<file path="config.mk">
export PLATFORM = sky130hd
export DESIGN_NAME = fach_top
export DESIGN_NICKNAME = d
export VERILOG_FILES = /design/src/verilog/fach_fifo.v /design/src/verilog/fach_top.v
export VERILOG_INCLUDE_DIRS = /design/src /design/src/verilog
export SDC_FILE = /design/constraint.sdc
export NUM_CORES = 1
export LEC_CHECK = 0
export BUFFER_PORTS_ARGS = -buffer_cell sky130_fd_sc_hd__clkbuf_2
export CORE_MARGIN = 3
export CORE_UTILIZATION = 60
export CTS_CLUSTER_SIZE = 28
export DETAILED_ROUTE_END_ITERATION = 6
export GPL_ROUTABILITY_DRIVEN = 0
export MAX_ROUTING_LAYER = met4
export PLACE_DENSITY = 0.81
export SKIP_CTS_REPAIR_TIMING = 1
export SYNTH_ARGS = -nofsm -noshare
export SYNTH_HDL_FRONTEND = slang
export SYNTH_SLANG_ARGS = --single-unit
export TNS_END_PERCENT = 50
</file>
<file path="constraint.sdc">
create_clock -name SYS_CLK -period 3.5 [get_ports SYS_CLK]
set_input_delay 0.35 -clock SYS_CLK [delete_from_list [all_inputs] [get_ports SYS_CLK]]
set_output_delay 0.35 -clock SYS_CLK [all_outputs]
set_load 0.05 [all_outputs]
</file>
<file path="src/verilog/fach_map.vh">
// Constants for the framed ASCII command handler
`ifndef FACH_MAP_VH
`define FACH_MAP_VH
`define FACH_CH_COLON     8'h3A
`define FACH_CH_CR        8'h0D
`define FACH_CH_LF        8'h0A
`define FACH_CH_ESC       8'h1B
`define FACH_CH_Y         8'h59
`define FACH_CH_Z         8'h5A
`define FACH_CH_S         8'h53
`define FACH_CH_QM        8'h3F
`define FACH_CH_SP        8'h20
`define FACH_CH_ZERO      8'h30
`define FACH_CASE_MASK    8'hDF
`define FACH_ST_00        8'h00
`define FACH_ST_01        8'h01
`define FACH_ST_08        8'h08
`define FACH_ST_09        8'h09
`define FACH_ST_10        8'h10
`define FACH_ST_11        8'h11
`define FACH_ST_14        8'h14
`define FACH_CLK_HZ       40000000
`define FACH_TIMEOUT_MS   2000
`define FACH_TIMEOUT_CYC  ((`FACH_CLK_HZ / 1000) * `FACH_TIMEOUT_MS)
`define FACH_RESP_MS      160
`define FACH_RESP_CYC     ((`FACH_CLK_HZ / 1000) * `FACH_RESP_MS)
`define FACH_GATE_UNIT    1'b0
`define FACH_GATE_PRINTER 1'b1
`endif

</file>
<file path="src/verilog/fach_fifo.v">
// Parameterised valid/ready FIFO for the response byte path
`timescale 1ns/1ps
`default_nettype none
module fach_fifo #(
  parameter WIDTH = 8,
  parameter DEPTH = 8,
  parameter AW    = 3
) (
  input  wire             clk,
  input  wire             rst_n,
  input  wire [WIDTH-1:0] in_data,
  input  wire             in_valid,
  output wire             in_ready,
  output reg  [WIDTH-1:0] out_data,
  output wire             out_valid,
  input  wire             out_ready
);
  reg [WIDTH-1:0] mem_reg [0:DEPTH-1];
  reg [AW-1:0]    wp_reg;
  reg [AW-1:0]    rp_reg;
  reg [AW:0]      cnt_reg;
  wire            push;
  wire            pop;

  // --------------------
  // Honest full and empty
  // --------------------
  assign in_ready  = (cnt_reg != DEPTH[AW:0]);
  assign out_valid = (cnt_reg != {(AW+1){1'b0}});
  assign push      = in_valid && in_ready;
  assign pop       = out_valid && out_ready;

  // Pointers and occupancy
  always @(posedge clk) begin
    if (!rst_n) begin
      wp_reg  <= {AW{1'b0}};
      rp_reg  <= {AW{1'b0}};
      cnt_reg <= {(AW+1){1'b0}};
    end else begin
      if (push) begin
        mem_reg[wp_reg] <= in_data;
        wp_reg          <= wp_reg + 1'b1;
      end
      if (pop)
        rp_reg <= rp_reg + 1'b1;
      if (push && !pop)
        cnt_reg <= cnt_reg + 1'b1;
      else if (pop && !push)
        cnt_reg <= cnt_reg - 1'b1;
    end
  end

  // Head word presented combinationally from storage
  always @* begin
    out_data = mem_reg[rp_reg];
  end
endmodule
`default_nettype wire

</file>
<file path="src/verilog/fach_top.v">
// Framed ASCII command interpreter with printer gate control
//
// Overview of operation
// ESC ESC Y connects hand-held to unit; ESC ESC Z to printer.
// At delivery finish: gate to hand-held, finish command, send ID S08.
// Then gate to printer and print ticket if paper present.
// Original done: gate back to hand-held, send ID S01.
// Transaction complete allows new delivery, replies ID S00.
// 42-column printer: check paper each printout, poll until paper or stop.
// Stop during paper error: gate back, send ID S10; the code sends S11 instead when the print is a duplicate.
// Print request starts original or duplicate, only in printer mode.
// Hand-held stays silent after S08/S09 until next status.
// Frames start with colon, end with CR; act only then.
// Colon discards partial frame; uncoloned characters never execute.
// Every response ends with CR LF.
// Gap over 2 s clears receive buffer; next byte starts fresh.
// Half duplex; received characters are never echoed.
// First response byte under 160 ms after terminating CR; the code sends it RESP_CYC + 2 cycles after the CR, just past 160 ms.
// Totals report carries two's complement checksum before CR LF.
// Two letters, case-insensitive, optional value; unknown gives invalid reply.
// Unit ID 0 accepts all commands without selection.
// Select with own ID selects, other deselects, silent; bare select replies ID.
// Batch and density values checked against limits; reply ID and value.
// Halt and commence act as stop and run keys; halt acks alarms; the code has no alarm acknowledge, halt only pulses STOP_PULSE.
// Totals report each request; below clearable minimum gives S14.
// Timeout counter restarts on each byte, clears frame at count.
`timescale 1ns/1ps
`default_nettype none
`include "fach_map.vh"
module fach_top #(
  parameter TIMEOUT_CYC = `FACH_TIMEOUT_CYC,
  parameter RESP_CYC    = `FACH_RESP_CYC,
  parameter VAL_W       = 16,
  parameter FIFO_DEPTH  = 8
) (
  input  wire             SYS_CLK,
  input  wire             RST_N,
  input  wire [7:0]       RX_DATA,
  input  wire             RX_VALID,
  output wire [7:0]       TX_DATA,
  output wire             TX_VALID,
  input  wire             TX_READY,
  output reg              GATE_PRINTER,
  output reg              HH_TO_PRINTER,
  input  wire [7:0]       UNIT_ID,
  input  wire             PRINTER_MODE,
  input  wire             SLIP_42_COL,
  input  wire             PAPER_PRESENT,
  input  wire             STOP_KEY,
  input  wire             DELIVERY_FINISH_EVENT,
  input  wire             TICKET_DONE,
  input  wire             BELOW_MIN_TOTAL,
  input  wire [7:0]       TOTALS_BYTE,
  input  wire [3:0]       TOTALS_LEN,
  input  wire [VAL_W-1:0] BATCH_MIN,
  input  wire [VAL_W-1:0] BATCH_MAX,
  input  wire [VAL_W-1:0] DENS_MIN,
  input  wire [VAL_W-1:0] DENS_MAX,
  output reg  [3:0]       TOTALS_IDX,
  output reg  [VAL_W-1:0] BATCH_VALUE,
  output reg  [VAL_W-1:0] DENSITY_VALUE,
  output reg              START_PRINT,
  output reg              DUPLICATE_PRINT,
  output reg              PAPER_ERROR,
  output reg              RUN_PULSE,
  output reg              STOP_PULSE,
  output reg              DELIVERY_ALLOWED
);
  // --------------------
  // Receive parser state
  // --------------------
  localparam [1:0] RX_IDLE = 2'd0;
  localparam [1:0] RX_BODY = 2'd1;
  localparam [1:0] RX_EXEC = 2'd2;

  // Response builder states
  localparam [2:0] TX_IDLE = 3'd0;
  localparam [2:0] TX_ID   = 3'd1;
  localparam [2:0] TX_BODY = 3'd2;
  localparam [2:0] TX_TOT  = 3'd3;
  localparam [2:0] TX_CSUM = 3'd4;
  localparam [2:0] TX_CR   = 3'd5;
  localparam [2:0] TX_LF   = 3'd6;

  // Response kinds
  localparam [2:0] RK_STATUS = 3'd0;
  localparam [2:0] RK_ID     = 3'd1;
  localparam [2:0] RK_VALUE  = 3'd2;
  localparam [2:0] RK_TOTALS = 3'd3;
  localparam [2:0] RK_INVAL  = 3'd4;

  // Print sequence states
  localparam [2:0] PS_IDLE  = 3'd0;
  localparam [2:0] PS_ANN   = 3'd1;
  localparam [2:0] PS_PAPER = 3'd2;
  localparam [2:0] PS_PRINT = 3'd3;
  localparam [2:0] PS_DONE  = 3'd4;

  reg [1:0]       rx_st_reg;
  reg [7:0]       c1_reg;
  reg [7:0]       c2_reg;
  reg [1:0]       nch_reg;
  reg             has_val_reg;
  reg [VAL_W-1:0] val_reg;
  reg [31:0]      gap_reg;
  reg [1:0]       esc_reg;
  reg             selected_reg;
  reg [2:0]       tx_st_reg;
  reg [2:0]       rk_reg;
  reg [7:0]       stat_reg;
  reg [VAL_W-1:0] rval_reg;
  reg [7:0]       csum_reg;
  reg [31:0]      resp_cnt_reg;
  reg [2:0]       ps_st_reg;
  reg             orig_done_reg;
  reg             pend_fin_reg;
  reg [7:0]       fifo_in;
  reg             fifo_push;
  wire            fifo_ready;
  wire            fifo_busy;
  wire [7:0]      u1;
  wire [7:0]      u2;
  wire            addressed;
  wire            rx_ok;
  wire            digit;

  assign u1 = c1_reg & `FACH_CASE_MASK;
  assign u2 = c2_reg & `FACH_CASE_MASK;
  assign addressed = (UNIT_ID == 8'h00) || selected_reg;
  // Offline toward the hand-held while the gate faces the printer
  assign rx_ok = RX_VALID && !GATE_PRINTER && !HH_TO_PRINTER;
  assign digit = (RX_DATA >= `FACH_CH_ZERO) && (RX_DATA <= 8'h39);

  // --------------------
  // Frame reception, timeout and gate escapes
  // --------------------
  // Received bytes only feed the parser; nothing loops to TX.
  always @(posedge SYS_CLK) begin
    if (!RST_N) begin
      rx_st_reg     <= RX_IDLE;
      c1_reg        <= 8'h00;
      c2_reg        <= 8'h00;
      nch_reg       <= 2'd0;
      has_val_reg   <= 1'b0;
      val_reg       <= {VAL_W{1'b0}};
      gap_reg       <= 32'h00000000;
      esc_reg       <= 2'd0;
      HH_TO_PRINTER <= 1'b0;
    end else begin
      if (RX_VALID)
        gap_reg <= 32'h00000000;
      else if (gap_reg != TIMEOUT_CYC)
        gap_reg <= gap_reg + 32'h00000001;
      if (!RX_VALID && gap_reg == TIMEOUT_CYC - 1 && rx_st_reg == RX_BODY)
        rx_st_reg <= RX_IDLE;
      // Escape sequence tracker works in either gate position
      if (RX_VALID) begin
        if (RX_DATA == `FACH_CH_ESC)
          esc_reg <= (esc_reg == 2'd2) ? 2'd2 : esc_reg + 2'd1;
        else begin
          esc_reg <= 2'd0;
          if (esc_reg == 2'd2 && RX_DATA == `FACH_CH_Y)
            HH_TO_PRINTER <= 1'b0;
          if (esc_reg == 2'd2 && RX_DATA == `FACH_CH_Z)
            HH_TO_PRINTER <= 1'b1;
        end
      end
      if (rx_st_reg == RX_EXEC)
        rx_st_reg <= RX_IDLE;
      else if (rx_ok) begin
        if (RX_DATA == `FACH_CH_COLON) begin
          rx_st_reg   <= RX_BODY;
          nch_reg     <= 2'd0;
          has_val_reg <= 1'b0;
          val_reg     <= {VAL_W{1'b0}};
        end else if (rx_st_reg == RX_BODY) begin
          if (RX_DATA == `FACH_CH_CR)
            rx_st_reg <= RX_EXEC;
          else if (nch_reg == 2'd0) begin
            c1_reg  <= RX_DATA;
            nch_reg <= 2'd1;
          end else if (nch_reg == 2'd1) begin
            c2_reg  <= RX_DATA;
            nch_reg <= 2'd2;
          end else if (digit) begin
            has_val_reg <= 1'b1;
            val_reg     <= val_reg * {{(VAL_W-4){1'b0}}, 4'hA} + {{(VAL_W-4){1'b0}}, RX_DATA[3:0]};
          end else if (RX_DATA != 8'h2E)
            has_val_reg <= 1'b1;
        end
      end
    end
  end

  // --------------------
  // Command execution and print sequencing
  // --------------------
  // A finish event waits for the current frame and reply to drain.
  always @(posedge SYS_CLK) begin
    if (!RST_N) begin
      selected_reg     <= 1'b0;
      ps_st_reg        <= PS_IDLE;
      orig_done_reg    <= 1'b0;
      pend_fin_reg     <= 1'b0;
      GATE_PRINTER     <= `FACH_GATE_UNIT;
      BATCH_VALUE      <= {VAL_W{1'b0}};
      DENSITY_VALUE    <= {VAL_W{1'b0}};
      START_PRINT      <= 1'b0;
      DUPLICATE_PRINT  <= 1'b0;
      PAPER_ERROR      <= 1'b0;
      RUN_PULSE        <= 1'b0;
      STOP_PULSE       <= 1'b0;
      DELIVERY_ALLOWED <= 1'b1;
      rk_reg           <= RK_STATUS;
      stat_reg         <= `FACH_ST_00;
      rval_reg         <= {VAL_W{1'b0}};
      resp_cnt_reg     <= 32'h00000000;
    end else begin
      START_PRINT <= 1'b0;
      RUN_PULSE   <= 1'b0;
      STOP_PULSE  <= 1'b0;
      if (DELIVERY_FINISH_EVENT) begin
        pend_fin_reg     <= 1'b1;
        DELIVERY_ALLOWED <= 1'b0;
      end
      if (resp_cnt_reg != 32'h00000000)
        resp_cnt_reg <= resp_cnt_reg - 32'h00000001;
      if (rx_st_reg == RX_EXEC && u1 == 8'h49 && u2 == 8'h44) begin
        if (has_val_reg)
          selected_reg <= (val_reg[7:0] == UNIT_ID);
        else if (addressed) begin
          rk_reg       <= RK_ID;
          resp_cnt_reg <= RESP_CYC;
        end
      end else if (rx_st_reg == RX_EXEC && addressed) begin
        resp_cnt_reg <= RESP_CYC;
        rk_reg       <= RK_STATUS;
        if (u1 == 8'h54 && u2 == 8'h43) begin              // transaction_complete_cmd
          DELIVERY_ALLOWED <= 1'b1;
          stat_reg         <= `FACH_ST_00;
        end else if (u1 == 8'h44 && u2 == 8'h43) begin     // delivery_commence_cmd
          RUN_PULSE <= DELIVERY_ALLOWED;
        end else if (u1 == 8'h44 && u2 == 8'h48) begin     // delivery_halt_cmd
          STOP_PULSE <= 1'b1;
        end else if (u1 == 8'h50 && u2 == 8'h52) begin     // print_request_cmd
          if (PRINTER_MODE && ps_st_reg == PS_IDLE) begin
            DUPLICATE_PRINT <= orig_done_reg;
            stat_reg        <= orig_done_reg ? `FACH_ST_09 : `FACH_ST_08;
            ps_st_reg       <= PS_ANN;
          end
        end else if (u1 == 8'h42 && u2 == 8'h56) begin     // batch_value_write
          rk_reg <= RK_VALUE;
          if (val_reg >= BATCH_MIN && val_reg <= BATCH_MAX) begin
            BATCH_VALUE <= val_reg;
            rval_reg    <= val_reg;
          end else
            rval_reg <= BATCH_VALUE;
        end else if (u1 == 8'h44 && u2 == 8'h56) begin     // density_value_write
          rk_reg <= RK_VALUE;
          if (val_reg >= DENS_MIN && val_reg <= DENS_MAX) begin
            DENSITY_VALUE <= val_reg;
            rval_reg      <= val_reg;
          end else
            rval_reg <= DENSITY_VALUE;
        end else if (u1 == 8'h54 && c2_reg == `FACH_CH_QM) begin
          if (BELOW_MIN_TOTAL)
            stat_reg <= `FACH_ST_14;
          else
            rk_reg <= RK_TOTALS;
        end else if (u1 == 8'h44 && u2 == 8'h53) begin
          rk_reg <= RK_STATUS;
        end else
          rk_reg <= RK_INVAL;
      end else begin
        case (ps_st_reg)
          PS_IDLE: begin
            if (pend_fin_reg && rx_st_reg != RX_BODY && tx_st_reg == TX_IDLE && resp_cnt_reg == 32'h00000000) begin
              pend_fin_reg    <= DELIVERY_FINISH_EVENT; // A fresh event wins
              GATE_PRINTER    <= `FACH_GATE_UNIT;
              stat_reg        <= `FACH_ST_08;
              rk_reg          <= RK_STATUS;
              resp_cnt_reg    <= 32'h00000001;
              DUPLICATE_PRINT <= 1'b0;
              orig_done_reg   <= 1'b0;
              ps_st_reg       <= PS_ANN;
            end
          end
          PS_ANN: begin
            // Gate flips only once the announcement has fully left
            if (tx_st_reg == TX_IDLE && resp_cnt_reg == 32'h00000000 && !fifo_busy) begin
              GATE_PRINTER <= `FACH_GATE_PRINTER;
              ps_st_reg    <= PS_PAPER;
            end
          end
          PS_PAPER: begin
            if (!SLIP_42_COL || PAPER_PRESENT) begin
              PAPER_ERROR <= 1'b0;
              START_PRINT <= 1'b1;
              ps_st_reg   <= PS_PRINT;
            end else if (STOP_KEY) begin
              PAPER_ERROR  <= 1'b0;
              GATE_PRINTER <= `FACH_GATE_UNIT;
              stat_reg     <= DUPLICATE_PRINT ? `FACH_ST_11 : `FACH_ST_10;
              resp_cnt_reg <= 32'h00000001;
              ps_st_reg    <= PS_DONE;
            end else
              PAPER_ERROR <= 1'b1;
          end
          PS_PRINT: begin
            if (TICKET_DONE) begin
              GATE_PRINTER  <= `FACH_GATE_UNIT;
              stat_reg      <= `FACH_ST_01;
              orig_done_reg <= 1'b1;
              resp_cnt_reg  <= 32'h00000001;
              ps_st_reg     <= PS_DONE;
            end
          end
          PS_DONE: begin
            if (tx_st_reg != TX_IDLE)
              ps_st_reg <= PS_IDLE;
          end
          default: ps_st_reg <= PS_IDLE;
        endcase
      end
    end
  end

  // --------------------
  // Response builder feeding the FIFO
  // --------------------
  reg  [1:0] idx_reg;
  wire       go;

  // A reply starts only if the gate faces the unit when its count reaches one; otherwise it is dropped
  assign go = (resp_cnt_reg == 32'h00000001) && !GATE_PRINTER;

  always @(posedge SYS_CLK) begin
    if (!RST_N) begin
      tx_st_reg  <= TX_IDLE;
      idx_reg    <= 2'd0;
      csum_reg   <= 8'h00;
      TOTALS_IDX <= 4'h0;
    end else if (tx_st_reg == TX_IDLE) begin
      if (go) begin
        tx_st_reg  <= TX_ID;
        idx_reg    <= 2'd0;
        csum_reg   <= 8'h00;
        TOTALS_IDX <= 4'h0;
      end
    end else if (fifo_ready) begin
      csum_reg <= csum_reg + fifo_in;
      idx_reg  <= idx_reg + 2'd1;
      case (tx_st_reg)
        TX_ID: begin
          idx_reg   <= 2'd0;
          tx_st_reg <= (rk_reg == RK_ID) ? TX_CR :
                       (rk_reg == RK_TOTALS) ? TX_TOT : TX_BODY;
        end
        TX_BODY: begin
          if (idx_reg == 2'd3 || (rk_reg == RK_INVAL && idx_reg == 2'd0))
            tx_st_reg <= TX_CR;
        end
        TX_TOT: begin
          TOTALS_IDX <= TOTALS_IDX + 4'h1;
          if (TOTALS_IDX == TOTALS_LEN - 4'h1)
            tx_st_reg <= TX_CSUM;
        end
        TX_CSUM: tx_st_reg <= TX_CR;
        TX_CR:   tx_st_reg <= TX_LF;
        TX_LF:   tx_st_reg <= TX_IDLE;
        default: tx_st_reg <= TX_IDLE;
      endcase
    end
  end

  // Byte selection for each response kind
  always @* begin
    fifo_push = (tx_st_reg != TX_IDLE);
    fifo_in   = `FACH_CH_SP;
    case (tx_st_reg)
      TX_ID:   fifo_in = UNIT_ID + `FACH_CH_ZERO;
      TX_BODY: begin
        if (rk_reg == RK_INVAL)
          fifo_in = `FACH_CH_QM;
        else if (rk_reg == RK_STATUS)
          case (idx_reg)
            2'd0:    fifo_in = `FACH_CH_SP;
            2'd1:    fifo_in = `FACH_CH_S;
            2'd2:    fifo_in = {4'h3, stat_reg[7:4]};
            default: fifo_in = {4'h3, stat_reg[3:0]};
          endcase
        else
          case (idx_reg)
            2'd0:    fifo_in = `FACH_CH_SP;
            2'd1:    fifo_in = rval_reg[15:8];
            2'd2:    fifo_in = rval_reg[7:0];
            default: fifo_in = `FACH_CH_SP;
          endcase
      end
      TX_TOT:  fifo_in = TOTALS_BYTE;
      TX_CSUM: fifo_in = 8'h00 - csum_reg;
      TX_CR:   fifo_in = `FACH_CH_CR;
      TX_LF:   fifo_in = `FACH_CH_LF;
      default: fifo_in = `FACH_CH_SP;
    endcase
  end

  // Output buffer; a stalled transmitter back-pressures the builder
  fach_fifo #(
    .WIDTH (8),
    .DEPTH (FIFO_DEPTH),
    .AW    (3)
  ) u_fifo (
    .clk       (SYS_CLK),
    .rst_n     (RST_N),
    .in_data   (fifo_in),
    .in_valid  (fifo_push),
    .in_ready  (fifo_ready),
    .out_data  (TX_DATA),
    .out_valid (TX_VALID),
    .out_ready (TX_READY)
  );
  assign fifo_busy = TX_VALID;
endmodule
`default_nettype wire

</file>
# Yosys cells after proc, flatten, opt, wreduce, memory -nomap -nowiden
# Memories as Yosys holds them, arrays and structs flattened. A register that Yosys moved wholly into a read port is not among the register bits.
# Index checks and enable logic that the tools add are counted.
classes:
  addsub: 14
  multipliers: 1
  magnitude_cmp: 6
  eq_ne: 77
  n_mux: 145
  n_bitwise: 14
  reduce_logical: 93
op_table:
  columns: ["op", "count"]
  rows:
  - ["32-bit 2-to-1 mux", 9]
  - ["16-bit 2-to-1 mux", 10]
  - ["8-bit 2-to-1 mux", 19]
  - ["3-bit 2-to-1 mux", 34]
  - ["32-bit case mux with 3 select lines", 1]
  - ["7-bit by 6-bit == test with 1-bit output (second input constant)", 11]
  - ["8-bit case mux with 6 select lines", 1]
  - ["1-bit 2-to-1 mux", 41]
  - ["7-bit AND reduction", 5]
  - ["2-bit 2-to-1 mux", 17]
  - ["32-bit by 1-bit adder with 32-bit output (second input constant)", 1]
  - ["32-bit by 1-bit == test with 1-bit output (second input constant)", 1]
  - ["32-bit by 27-bit == test with 1-bit output (second input constant)", 1]
  - ["16-bit >= comparator", 2]
  - ["16-bit <= comparator", 2]
  - ["1-bit logical AND", 32]
  - ["32-bit logical NOT", 1]
  - ["32-bit by 27-bit != test with 1-bit output (second input constant)", 1]
  - ["32-bit nonzero test", 1]
  - ["32-bit by 1-bit subtractor with 32-bit output (second input constant)", 1]
  - ["3-bit case mux with 5 select lines", 2]
  - ["2-bit != test (second input constant)", 13]
  - ["4-bit 2-to-1 mux", 6]
  - ["3-bit != test (second input constant)", 8]
  - ["54 further kinds", 130]
totals:
  ff_bits: 203
  ramBits: 64
  inputBits: 103
  output_inout_bits: 53
  elab_cells: 384
  mem_count: 1
mem_list:
  columns: ["name", "words", "word_bits", "rd", "rd_ports_with_merged_regs", "write_ports", "line", "text"]
  rows:
  - ["u_fifo.mem_reg", 8, 8, 1, 1, 1, "fach_fifo.v:18", "reg [WIDTH-1:0] mem_reg [0:DEPTH-1];"]

# Logic depth before layout (Yosys ltp)
# Gate-level depths: netlist of run 1.
logic_depth:
  depth_word: 12
  depth_mapped: 16
  ltp_nobuf: 15

# Hierarchy
# A second synthesis of run 1 with hierarchy kept.
unflattened:
  cells_unflattened: 1659
  hier_area_um2: 15429.8
by_module_without_submodules:
  columns: ["mod", "instances", "cells_per_inst", "area_each_um2", "seq_area_each_um2"]
  rows:
  - ["fach_top", 1, 1492, 12263.0, 3763.6]
  - ["fach_fifo", 1, 167, 3166.8, 2182.1]

# Worst setup path before layout of run 1
# Ideal clock, no wire load.
synth_timing:
  kind: "register to register"
  start: "register idx_reg[1]"
  end: "register csum_reg[7]"
  setup_ns: 0.132
  arrival_time_ns: 3.074
  required_ns: 3.368
  slack_ns: 0.294
  stages_incl_launch_ff: 16
  n_path_buf: 1
  synth_period_minus_slack_ns: 3.206
  cell_sequence: "dfxtp_1 -> inv_1 -> ha_1 -> clkbuf_1 -> a22oi_1 -> o21ai_0 -> o311ai_0 -> o221ai_1 -> ha_1 -> a21o_1 -> a21oi_1 -> o21ai_0 -> o41ai_1 -> xor2_1 -> mux2i_1 -> a21oi_1"
synth_via:
  elab_chain_cells: 8
  word_cells_on_any_way: 11
  cone_classes: "1 x add/sub; 2 x eq/ne; 7 x mux; 1 x reduce/logical"
synth_rtl:
  columns: ["item", "line", "text"]
  rows:
  - ["from (decl)", "fach_top.v:331", "reg [1:0] idx_reg;"]
  - ["from (signal assigned)", "fach_top.v:352", "idx_reg <= idx_reg + 2'd1;"]
  - ["2-bit == test (tied with other cells)", "fach_top.v:386, fach_top.v:393", null]
  - ["7-bit case mux with 3 select lines / 8-bit case mux with 2 select lines (equally long branches)", "fach_top.v:386, fach_top.v:393", null]
  - ["8-bit 2-to-1 mux *", "fach_top.v:385", "else if (rk_reg == RK_STATUS)"]
  - ["8-bit 2-to-1 mux *", "fach_top.v:383", "if (rk_reg == RK_INVAL)"]
  - ["8-bit case mux with 6 select lines *", "fach_top.v:380", "case (tx_st_reg)"]
  - ["named net fifo_in[1]", "fach_top.v:117", "reg [7:0] fifo_in;"]
  - ["8-bit adder *", "fach_top.v:351", "csum_reg <= csum_reg + fifo_in;"]
  - ["8-bit 2-to-1 mux *", "fach_top.v:350", "end else if (fifo_ready) begin"]
  - ["8-bit 2-to-1 mux *", "fach_top.v:343", "end else if (tx_st_reg == TX_IDLE) begin"]
  - ["to (signal assigned)", "fach_top.v:351", null]
  - ["to (decl)", "fach_top.v:112", "reg [7:0] csum_reg;"]
# Mark *: on every way through the listed nets, which the timed path passes. The rest lies on a longest branch. The select of a mux whose other input is x is not followed.
# A chain may end at the register's enable or synchronous reset.

# Worst setup path after layout of run 1
# Ends and elaborated chain as after synthesis.

==> results.json, run 1 <==
{
  "period_minus_slack_ns": 3.40,
  "crit_path_frequent_cell": "a21oi_1",
  "drt_iter0_drc": 1048,
  "cts_buffers": 27,
  "initial_core_util": 0.622,
  "core_area_um2": 24700,
  "dieArea_um2": 27600,
  "ioPinCount": 156,
  "worstPathMaxFanout": 6,
  "clkTransAtPathRegs_ns": 0.06,
  "clock_latency_ns": 0.54,
  "synth_nets": 1886,
  "grt_overflow": 0,
  "grt_pass1_vias": 13100,
  "drtPass1Iterations": 6,
  "root_buffer": "clkbuf_16",
  "dieWidth_um": 166,
  "htreeDepth": 1,
  "syn_area_um2": 15400,
  "p_sw_frac": 0.339,
  "clk_path_buf_depth": 3,
  "route.detailed.vias_per_inst": 6.06,
  "slowest_stage": "dfxtp_1",
  "final_area_um2": 17600,
  "cpLargestDelayFamily": "compound AO/OA/AOI/OAI gates",
  "post_drt_wl_per_cell_um": 18.4,
  "skew_ns": 0.0149,
  "rows": 57,
  "die_h_um": 166,
  "fin_crit_sh": 0.971,
  "wl_mm": 40.1,
  "power_leakage_nw": 7.68,
  "port_buffers": 155,
  "max_slew_margin": 0.459,
  "grt_max_degree": 61,
  "ys_seq_area_frac": 0.386,
  "seqPwrFrac": 0.391,
  "ir_drop_mv": 0.521,
  "yosysWarnings": 0,
  "async_flop_share": 0,
  "drive_gt1_frac": 0.170,
  "drc": 0,
  "switching_power_mw": 3.20,
  "powerDensity_nw_per_um2": 537,
  "clock_sinks": 265,
  "syn_inst": 1660,
  "setup_viol": 0,
  "status": "finished, final reports clean",
  "timing.setup.tns_ns": 0,
  "setup.worst_path.start_class": "register",
  "ys_types": 88,
  "fin_nets": 2061,
  "use_met2": 0.477,
  "ys.flop_type": "dfxtp_1",
  "synth_edf_count": 64,
  "hpwl_mm": 29.4,
  "final_cell_mix": "200 x dfxtp_1, 200 x nor2_1, 155 x clkbuf_2",
  "syn_avg_cell_area_um2": 9.27,
  "syn_to_final_growth_pct": 14.4,
  "grt_usage": 0.288,
  "fmax_mhz": 294,
  "grt.met1_usage": 0.357,
  "crit_chain": "inv_1 -> ha_1 -> buf_4 -> a22o_1 -> a21oi_1 -> a31oi_1 -> a21oi_1 -> o21ai_0 -> ha_1 -> nand2_1 -> o21ai_1 -> o41ai_2 -> xor2_1 -> mux2i_1 -> a21oi_1",
  "max_slew.worst_pin.slew_ns": 0.811,
  "antenna_found_initial": 1,
  "cts_tree": "yes",
  "grt_use_met3": 0.0388,
  "cp.required_ns": 3.89,
  "final_antenna_net_count": 0,
  "critPathBufInv": 2,
  "largest_register_ffs": 64,
  "synth-seq-cells": 265,
  "p_clk_frac": 0.289,
  "rsz0062_at_grt": "true",
  "cp.arrival_ns": 3.79,
  "grt.busiest_layer": "met2",
  "holdCritPathClass": "in2reg",
  "grt_pass1_wl_mm": 64.6,
  "cp_slowest_stage_delay_ns": 0.40,
  "critPathCaptureType": "register",
  "hold_viol": 0,
  "comb_power_share": 0.320,
  "placed_area_um2": 16700,
  "crit_type": "reg2reg",
  "final_max_slew_viol_count": 0,
  "power_mw": 9.46,
  "p_int_mw": 6.26,
  "dr_total_vias": 13200,
  "max_cap_viol_count": 0
}
final timing paths:
path	from	endpoint	slack (ns)	cells after the start
max	idx_reg[1]	csum_reg[7]	0.10	15
min reg2reg	PAPER_ERROR	PAPER_ERROR	0.48	2
min	DELIVERY_FINISH_EVENT	pend_fin_reg	0.07	3
max reg2reg	idx_reg[1]	csum_reg[7]	0.10	15
power groups by stage:
stage	clock, mW	combinational (mW)	sequential (mW)
floorplan	0	2.35	3.67
global placement	0	2.87	3.74
detailed placement	0	2.95	3.75
CTS	2.77	3.00	3.69
global route	2.90	3.32	3.72
finish	2.73	3.03	3.70
worst min-delay path, cell delays in order:
cell and delay (ns):
clkbuf_2 0.09, a21oi_1 0.04, nor2_1 0.09
per-stage QoR:
step,hold WS [ns],util,instances,setup WS (ns)
floorplan,0.431,-,1660,0.294
global placement,0.442,0.676,2129,0.0651
detailed placement,0.463,0.676,2129,-0.217
CTS,0.0642,0.710,2178,-0.239
global route,0.0857,0.712,2180,-0.124
finish,0.0711,0.712,2180,0.102
Yosys cell counts, drive strengths merged (15+ instances only):
cell type,n,share of area
a21o,19,0.0093
nor4,24,0.013
buf,20,0.0067
nand2b,19,0.0077
or3,22,0.0093
o21ai,57,0.019
nor3,42,0.016
xor2,63,0.036
dfxtp,201,0.26
clkbuf,42,0.010
xnor2,45,0.026
ha,119,0.097
a21oi,114,0.037
mux2i,87,0.057
mux4,16,0.023
nor2,201,0.050
nand4,36,0.016
nand3,56,0.018
a2bb2oi,19,0.011
inv,102,0.025
edfxtp,64,0.12
nand2,102,0.025
and3,15,0.0061
layer usage:
| metal | vias to the layer above | routed length, um | share of wire |
|---|---|---|---|
| li1 | 6311 | - | - |
| met1 | 6253 | 16200 | 0.40 |
| met2 | 513 | 19300 | 0.48 |
| met3 | 137 | 2980 | 0.074 |
| met4 | 0 | 1670 | 0.042 |
| met5 | - | 0 | 0 |
kinds of logic (layout without fill, tap and decap cells):
family	count (synthesis)	after routing	share of synthesized area
flip-flops	265	265	0.386
buffers and inverters	164	359	0.0419
XOR/XNOR	109	109	0.0629
other	0	1	0
multiplexers	112	112	0.0866
AND/OR/NAND/NOR	596	596	0.201
AO/OA/AOI/OAI	290	290	0.118
adder cells (fa/ha/maj)	124	124	0.103
cell type report:
class                           instances  area [um2]
Antenna cell                            1        2.50
Clock buffer                           38         757
Clock inverter                         11        82.6
Fill cell                            1850        7140
Inverter                              102         383
Multi-Input combinational cell       1231        8840
Timing Repair Buffer                  208        1190
Sequential cell                       265        5950
Tap cell                              324         405
No activity file was read; power rests on OpenSTA's default activity.
==> run 2: changes to the inputs <==
--- a/config.mk
+++ b/config.mk
@@ -12,6 +12,7 @@
 export CTS_CLUSTER_SIZE = 28
 export DETAILED_ROUTE_END_ITERATION = 6
 export GPL_ROUTABILITY_DRIVEN = 0
+export GPL_TIMING_DRIVEN = 0
 export MAX_ROUTING_LAYER = met4
 export PLACE_DENSITY = 0.81
 export SKIP_CTS_REPAIR_TIMING = 1
==> results.json, run 2 (synthesized netlist as in run 1, its figures left out) <==
{
  "status": "finished, final reports clean",
  "largest_register_ffs": 64,
  "clkTransAtPathRegs_ns": 0.06,
  "crit_type": "reg2reg",
  "rows": 57,
  "antenna_found_initial": 2,
  "holdCritPathClass": "in2reg",
  "cts_tree": "yes",
  "ir_drop_mv": 0.616,
  "cts_buffers": 26,
  "period_minus_slack_ns": 3.41,
  "setup_ws_ns": 0.0878,
  "fin_nets": 2069,
  "final_common_cell": "nor2_1",
  "dieWidth_um": 166,
  "preCtsSetupSlack_ns": -0.729,
  "grt_usage": 0.286,
  "hpwl_mm": 29.3,
  "register_area_um2": 5970,
  "setup.worst_path.start_class": "register",
  "core_area_um2": 24700,
  "die_h_um": 166,
  "drtPass1Iterations": 6,
  "fillers": 1831,
  "syn_to_final_growth_pct": 14.7,
  "root_buffer": "clkbuf_16",
  "grt_overflow": 0,
  "drt_iter0_drc": 1147,
  "final_area_um2": 17600,
  "placed_area_um2": 16600,
  "critPathCaptureType": "register",
  "initial_core_util": 0.622,
  "max_cap_viol_count": 0,
  "route.detailed.vias_per_inst": 6.02,
  "powerDensity_nw_per_um2": 550,
  "power_leakage_nw": 7.62,
  "fmax_mhz": 293,
  "cp.required_ns": 3.89,
  "holdWs_ns": 0.0671,
  "grt_max_degree": 16,
  "setup_viol": 0,
  "clock_latency_ns": 0.53,
  "ff2ff_path_depth": 12,
  "cp.arrival_ns": 3.81,
  "grt_pass1_vias": 12800,
  "worstPathMaxFanout": 12,
  "clock_sinks": 265,
  "htreeDepth": 1,
  "multi_input_area_um2": 8890,
  "dieArea_um2": 27600,
  "rsz0062_at_grt": "false",
  "fin_crit_sh": 0.975,
  "final_cell_mix": "200 x nor2_1, 192 x dfxtp_1, 160 x clkbuf_2",
  "ioPinCount": 156,
  "hold_viol": 0,
  "post_drt_wl_per_cell_um": 18.3,
  "wl_mm": 40.2,
  "final_antenna_net_count": 0,
  "drive_gt1_frac": 0.166,
  "port_buffers": 154,
  "drc": 0,
  "grt_pass1_wl_mm": 64.0,
  "final_max_slew_viol_count": 0,
  "hold_depth": 3,
  "max_slew.worst_pin.slew_ns": 1.43,
  "finish.utilization": 0.713,
  "clk_path_buf_depth": 3,
  "skew_ns": 0.0157,
  "dr_total_vias": 13200,
  "max_slew_margin": 0.0477
}
## run 2: changes by cell type in the layout (fill, tap and decap cells not counted), sizes merged
| cell | previous run | this run |
|---|---|---|
| bufinv | 1 | 5 |
| clkinv | 9 | 13 |
| buf | 53 | 19 |
| diode | 1 | 2 |
| clkbuf | 193 | 228 |
| inv | 103 | 102 |
## run 2: power by group
part	internal [mW]	total (mW)	switching, mW
combinational	1.24	3.07	1.83
sequential	3.43	3.64	0.213
clock	1.81	2.99	1.18
total	6.48	9.70	3.23
## run 2: final timing paths
check | slack (ns) | to | startpoint
max reg2reg | 0.09 | BATCH_VALUE[5] | val_reg[5]
max | 0.09 | BATCH_VALUE[5] | val_reg[5]
min | 0.07 | pend_fin_reg | DELIVERY_FINISH_EVENT
min reg2reg | 0.46 | selected_reg | selected_reg
## run 2: critical path, cell delays in order, from the launching register on
cell,delay [ns]
dfxtp_4,0.50
ha_1,0.31
and4_1,0.18
a2111oi_0,0.36
o21ai_0,0.19
a2111o_1,0.41
o221ai_1,0.09
clkbuf_4,0.29
or4_1,0.13
buf_2,0.26
buf_6,0.23
mux2i_1,0.27
nor2_1,0.06
## run 2: final cells by class
| cell class | instances | area share |
|---|---|---|
| well taps | 324 | 0.0230 |
| clock buffers | 30 | 0.0401 |
| inverters | 102 | 0.0217 |
| flip-flops and latches | 265 | 0.338 |
| plain buffers | 59 | 0.0147 |
| multi-input cells | 1231 | 0.504 |
| clock inverters | 18 | 0.0125 |
| diodes | 2 | 0.000284 |
| repair buffers | 158 | 0.0454 |
## run 2: through the flow
step	std cells	total power, mW	TNS [ns]
2_1_floorplan	1660	6.01	0
3_3_place_gp	2138	6.58	-3.49
3_5_place_dp	2139	6.68	-4.80
4_1_cts	2187	9.68	-7.14
5_1_grt	2189	10.2	0
6_report	2189	9.70	0
## run 2: per-layer routing
layer | vias to the layer above | part of all wire | GRT usage
met2 | 488 | 0.48 | 0.471
li1 | 6326 | - | -
met5 | - | 0 | -
met3 | 106 | 0.076 | 0.0462
met4 | 0 | 0.034 | 0.0908
met1 | 6253 | 0.42 | 0.364
==> run 3: changes to the inputs <==
--- a/config.mk
+++ b/config.mk
@@ -18,5 +18,6 @@
 export SKIP_CTS_REPAIR_TIMING = 1
 export SYNTH_ARGS = -nofsm -noshare
 export SYNTH_HDL_FRONTEND = slang
+export SYNTH_HIERARCHICAL = 1
 export SYNTH_SLANG_ARGS = --single-unit
 export TNS_END_PERCENT = 50
==> results.json, run 3 <==
{
  "status": "finished, final reports clean",
  "critPathCaptureType": "register",
  "cts_buffers": 27,
  "holdCritPathClass": "in2reg",
  "core_area_um2": 25300,
  "die_h_um": 166,
  "seqPwrFrac": 0.385,
  "clkTransAtPathRegs_ns": 0.06,
  "drive_gt1_frac": 0.157,
  "synth_area_leaders": "dfxtp_1 26%, edfxtp_1 12%, ha_1 9.6%",
  "dieWidth_um": 166,
  "yosysWarnings": 6,
  "dieArea_um2": 27700,
  "setup_viol": 0,
  "synth_edf_count": 64,
  "dr_total_vias": 13300,
  "p_sw_frac": 0.333,
  "placed_area_um2": 16600,
  "max_slew.worst_pin.slew_ns": 1.37,
  "worstPathMaxFanout": 9,
  "setup.worst_path.start_class": "register",
  "final_area_um2": 17700,
  "hpwl_mm": 29.8,
  "numPlacedInstances": 2145,
  "async_flop_share": 0,
  "port_buffers": 154,
  "yosys-top-cells-count": "204 x nor2_1, 201 x dfxtp_1, 119 x ha_1",
  "fmax_mhz": 295,
  "p_clk_frac": 0.302,
  "synth_top_area_frac": 0.261,
  "yosysMostFrequentCell": "nor2_1",
  "htreeDepth": 1,
  "root_buffer": "clkbuf_16",
  "rows": 58,
  "comb_power_share": 0.314,
  "p_int_mw": 6.36,
  "syn_area_um2": 15400,
  "power_leakage_nw": 7.58,
  "holdWs_ns": 0.0583,
  "power_mw": 9.53,
  "grt_overflow": 0,
  "powerDensity_nw_per_um2": 539,
  "wl_mm": 40.3,
  "grt_usage": 0.287,
  "final_cell_mix": "204 x nor2_1, 192 x dfxtp_1, 160 x clkbuf_2",
  "ioPinCount": 156,
  "fin_cells": 2199,
  "drt_iter0_drc": 1182,
  "final_antenna_net_count": 0,
  "grt_pass1_vias": 13100,
  "drtPass1Iterations": 5,
  "setup_ws_ns": 0.114,
  "synth_nets": 1885,
  "ys.flop_type": "dfxtp_1",
  "rrSetupSlack_ns": 0.11,
  "skew_ns": 0.0211,
  "final_max_slew_viol_count": 0,
  "cp.required_ns": 3.93,
  "preCtsSetupSlack_ns": -0.690,
  "grt_pass1_wl_mm": 64.4,
  "clock_sinks": 265,
  "synth-seq-cells": 265,
  "period_minus_slack_ns": 3.39,
  "ir_drop_mv": 0.443,
  "largest_register_ffs": 64,
  "fin_crit_sh": 0.967,
  "switching_power_mw": 3.17,
  "fin_nets": 2073,
  "rsz0062_at_grt": "true",
  "ys_seq_area_frac": 0.385,
  "initial_core_util": 0.611,
  "syn_inst": 1659,
  "clk_path_buf_depth": 3,
  "grt_max_degree": 15,
  "cts_tree": "yes",
  "drc": 0,
  "max_cap_viol_count": 0,
  "crit_type": "reg2reg",
  "clock_latency_ns": 0.54,
  "final_common_cell": "nor2_1",
  "antenna_found_initial": 2,
  "post_drt_wl_per_cell_um": 18.3,
  "syn_avg_cell_area_um2": 9.30,
  "syn_to_final_growth_pct": 14.7,
  "max_slew_margin": 0.0793,
  "cp.arrival_ns": 3.81,
  "route.detailed.vias_per_inst": 6.05,
  "synth_area_leader_cell": "dfxtp_1",
  "hold_viol": 0,
  "ys_types": 95
}
## run 3: cell count changes after synthesis, moves of 9 or more
cell,change
mux2i_1,-27
a21oi_1,-25
a2bb2oi_1,-19
xnor2_1,+19
mux4_1,+16
mux4_2,-16
xor2_1,-12
nor3_1,+9
## run 3: final timing paths
path                          from            to  cells past startpoint
max                     idx_reg[0]   csum_reg[6]                     15
max reg2reg             idx_reg[0]   csum_reg[6]                     15
min          DELIVERY_FINISH_EVENT  pend_fin_reg                      3
min reg2reg           rval_reg[15]  rval_reg[15]                      2
## run 3: cells by family after synthesis
logic type / count (synthesis) / synth area share
XOR/XNOR: 115 / 0.0653
flip-flops: 265 / 0.385
AND/OR/NAND/NOR: 616 / 0.205
multiplexers: 84 / 0.0720
buffers and inverters: 165 / 0.0493
adder cells (fa/ha/maj): 123 / 0.102
AO/OA/AOI/OAI: 291 / 0.122
## run 3: power groups by stage
stage | Combinational [mW] | Clock [mW] | Sequential [mW]
final | 2.99 | 2.88 | 3.67
after global routing | 3.30 | 3.02 | 3.71
after CTS | 2.94 | 2.90 | 3.66
after detailed placement | 2.91 | 0 | 3.72
after global placement | 2.82 | 0 | 3.71
after floorplan | 2.32 | 0 | 3.68
## run 3: final cells by class
cell class	count	area, um2
tap	330	413
timing repair buffer	161	823
sequential	265	5960
antenna	2	5.00
clock inverter	6	83.8
buffer	59	368
fill	1985	7550
clock buffer	43	801
inverter	104	390
multi-input combinational	1229	8860
## run 3: worst max-delay path, cell delays in order (launching register included)
cell and delay, ns:
dfxtp_2 0.40, inv_1 0.08, ha_1 0.32, a211oi_1 0.29, a21oi_1 0.11, nor3_2 0.21, o41ai_4 0.13, ha_1 0.26
fa_1 0.43, a21o_1 0.19, a21o_1 0.19, a21o_1 0.18, a21oi_1 0.17, xnor2_1 0.09, a22oi_1 0.15, nor2_1 0.06
## run 3: metrics by stage
| stage | TNS, ns | util |
|---|---|---|
| floorplan | 0 | - |
| global placement | -3.81 | 0.658 |
| detailed placement | -6.18 | 0.659 |
| CTS | -7.38 | 0.694 |
| global route | -0.109 | 0.701 |
| finish | 0 | 0.701 |
## run 3: routing by layer
| layer | wire length (um) | vias up | GRT usage |
|---|---|---|---|
| met2 | 19500 | 495 | 0.479 |
| met1 | 16500 | 6332 | 0.359 |
| li1 | - | 6369 | - |
| met3 | 2800 | 107 | 0.0457 |
| met5 | 0 | - | - |
| met4 | 1400 | 0 | 0.0929 |
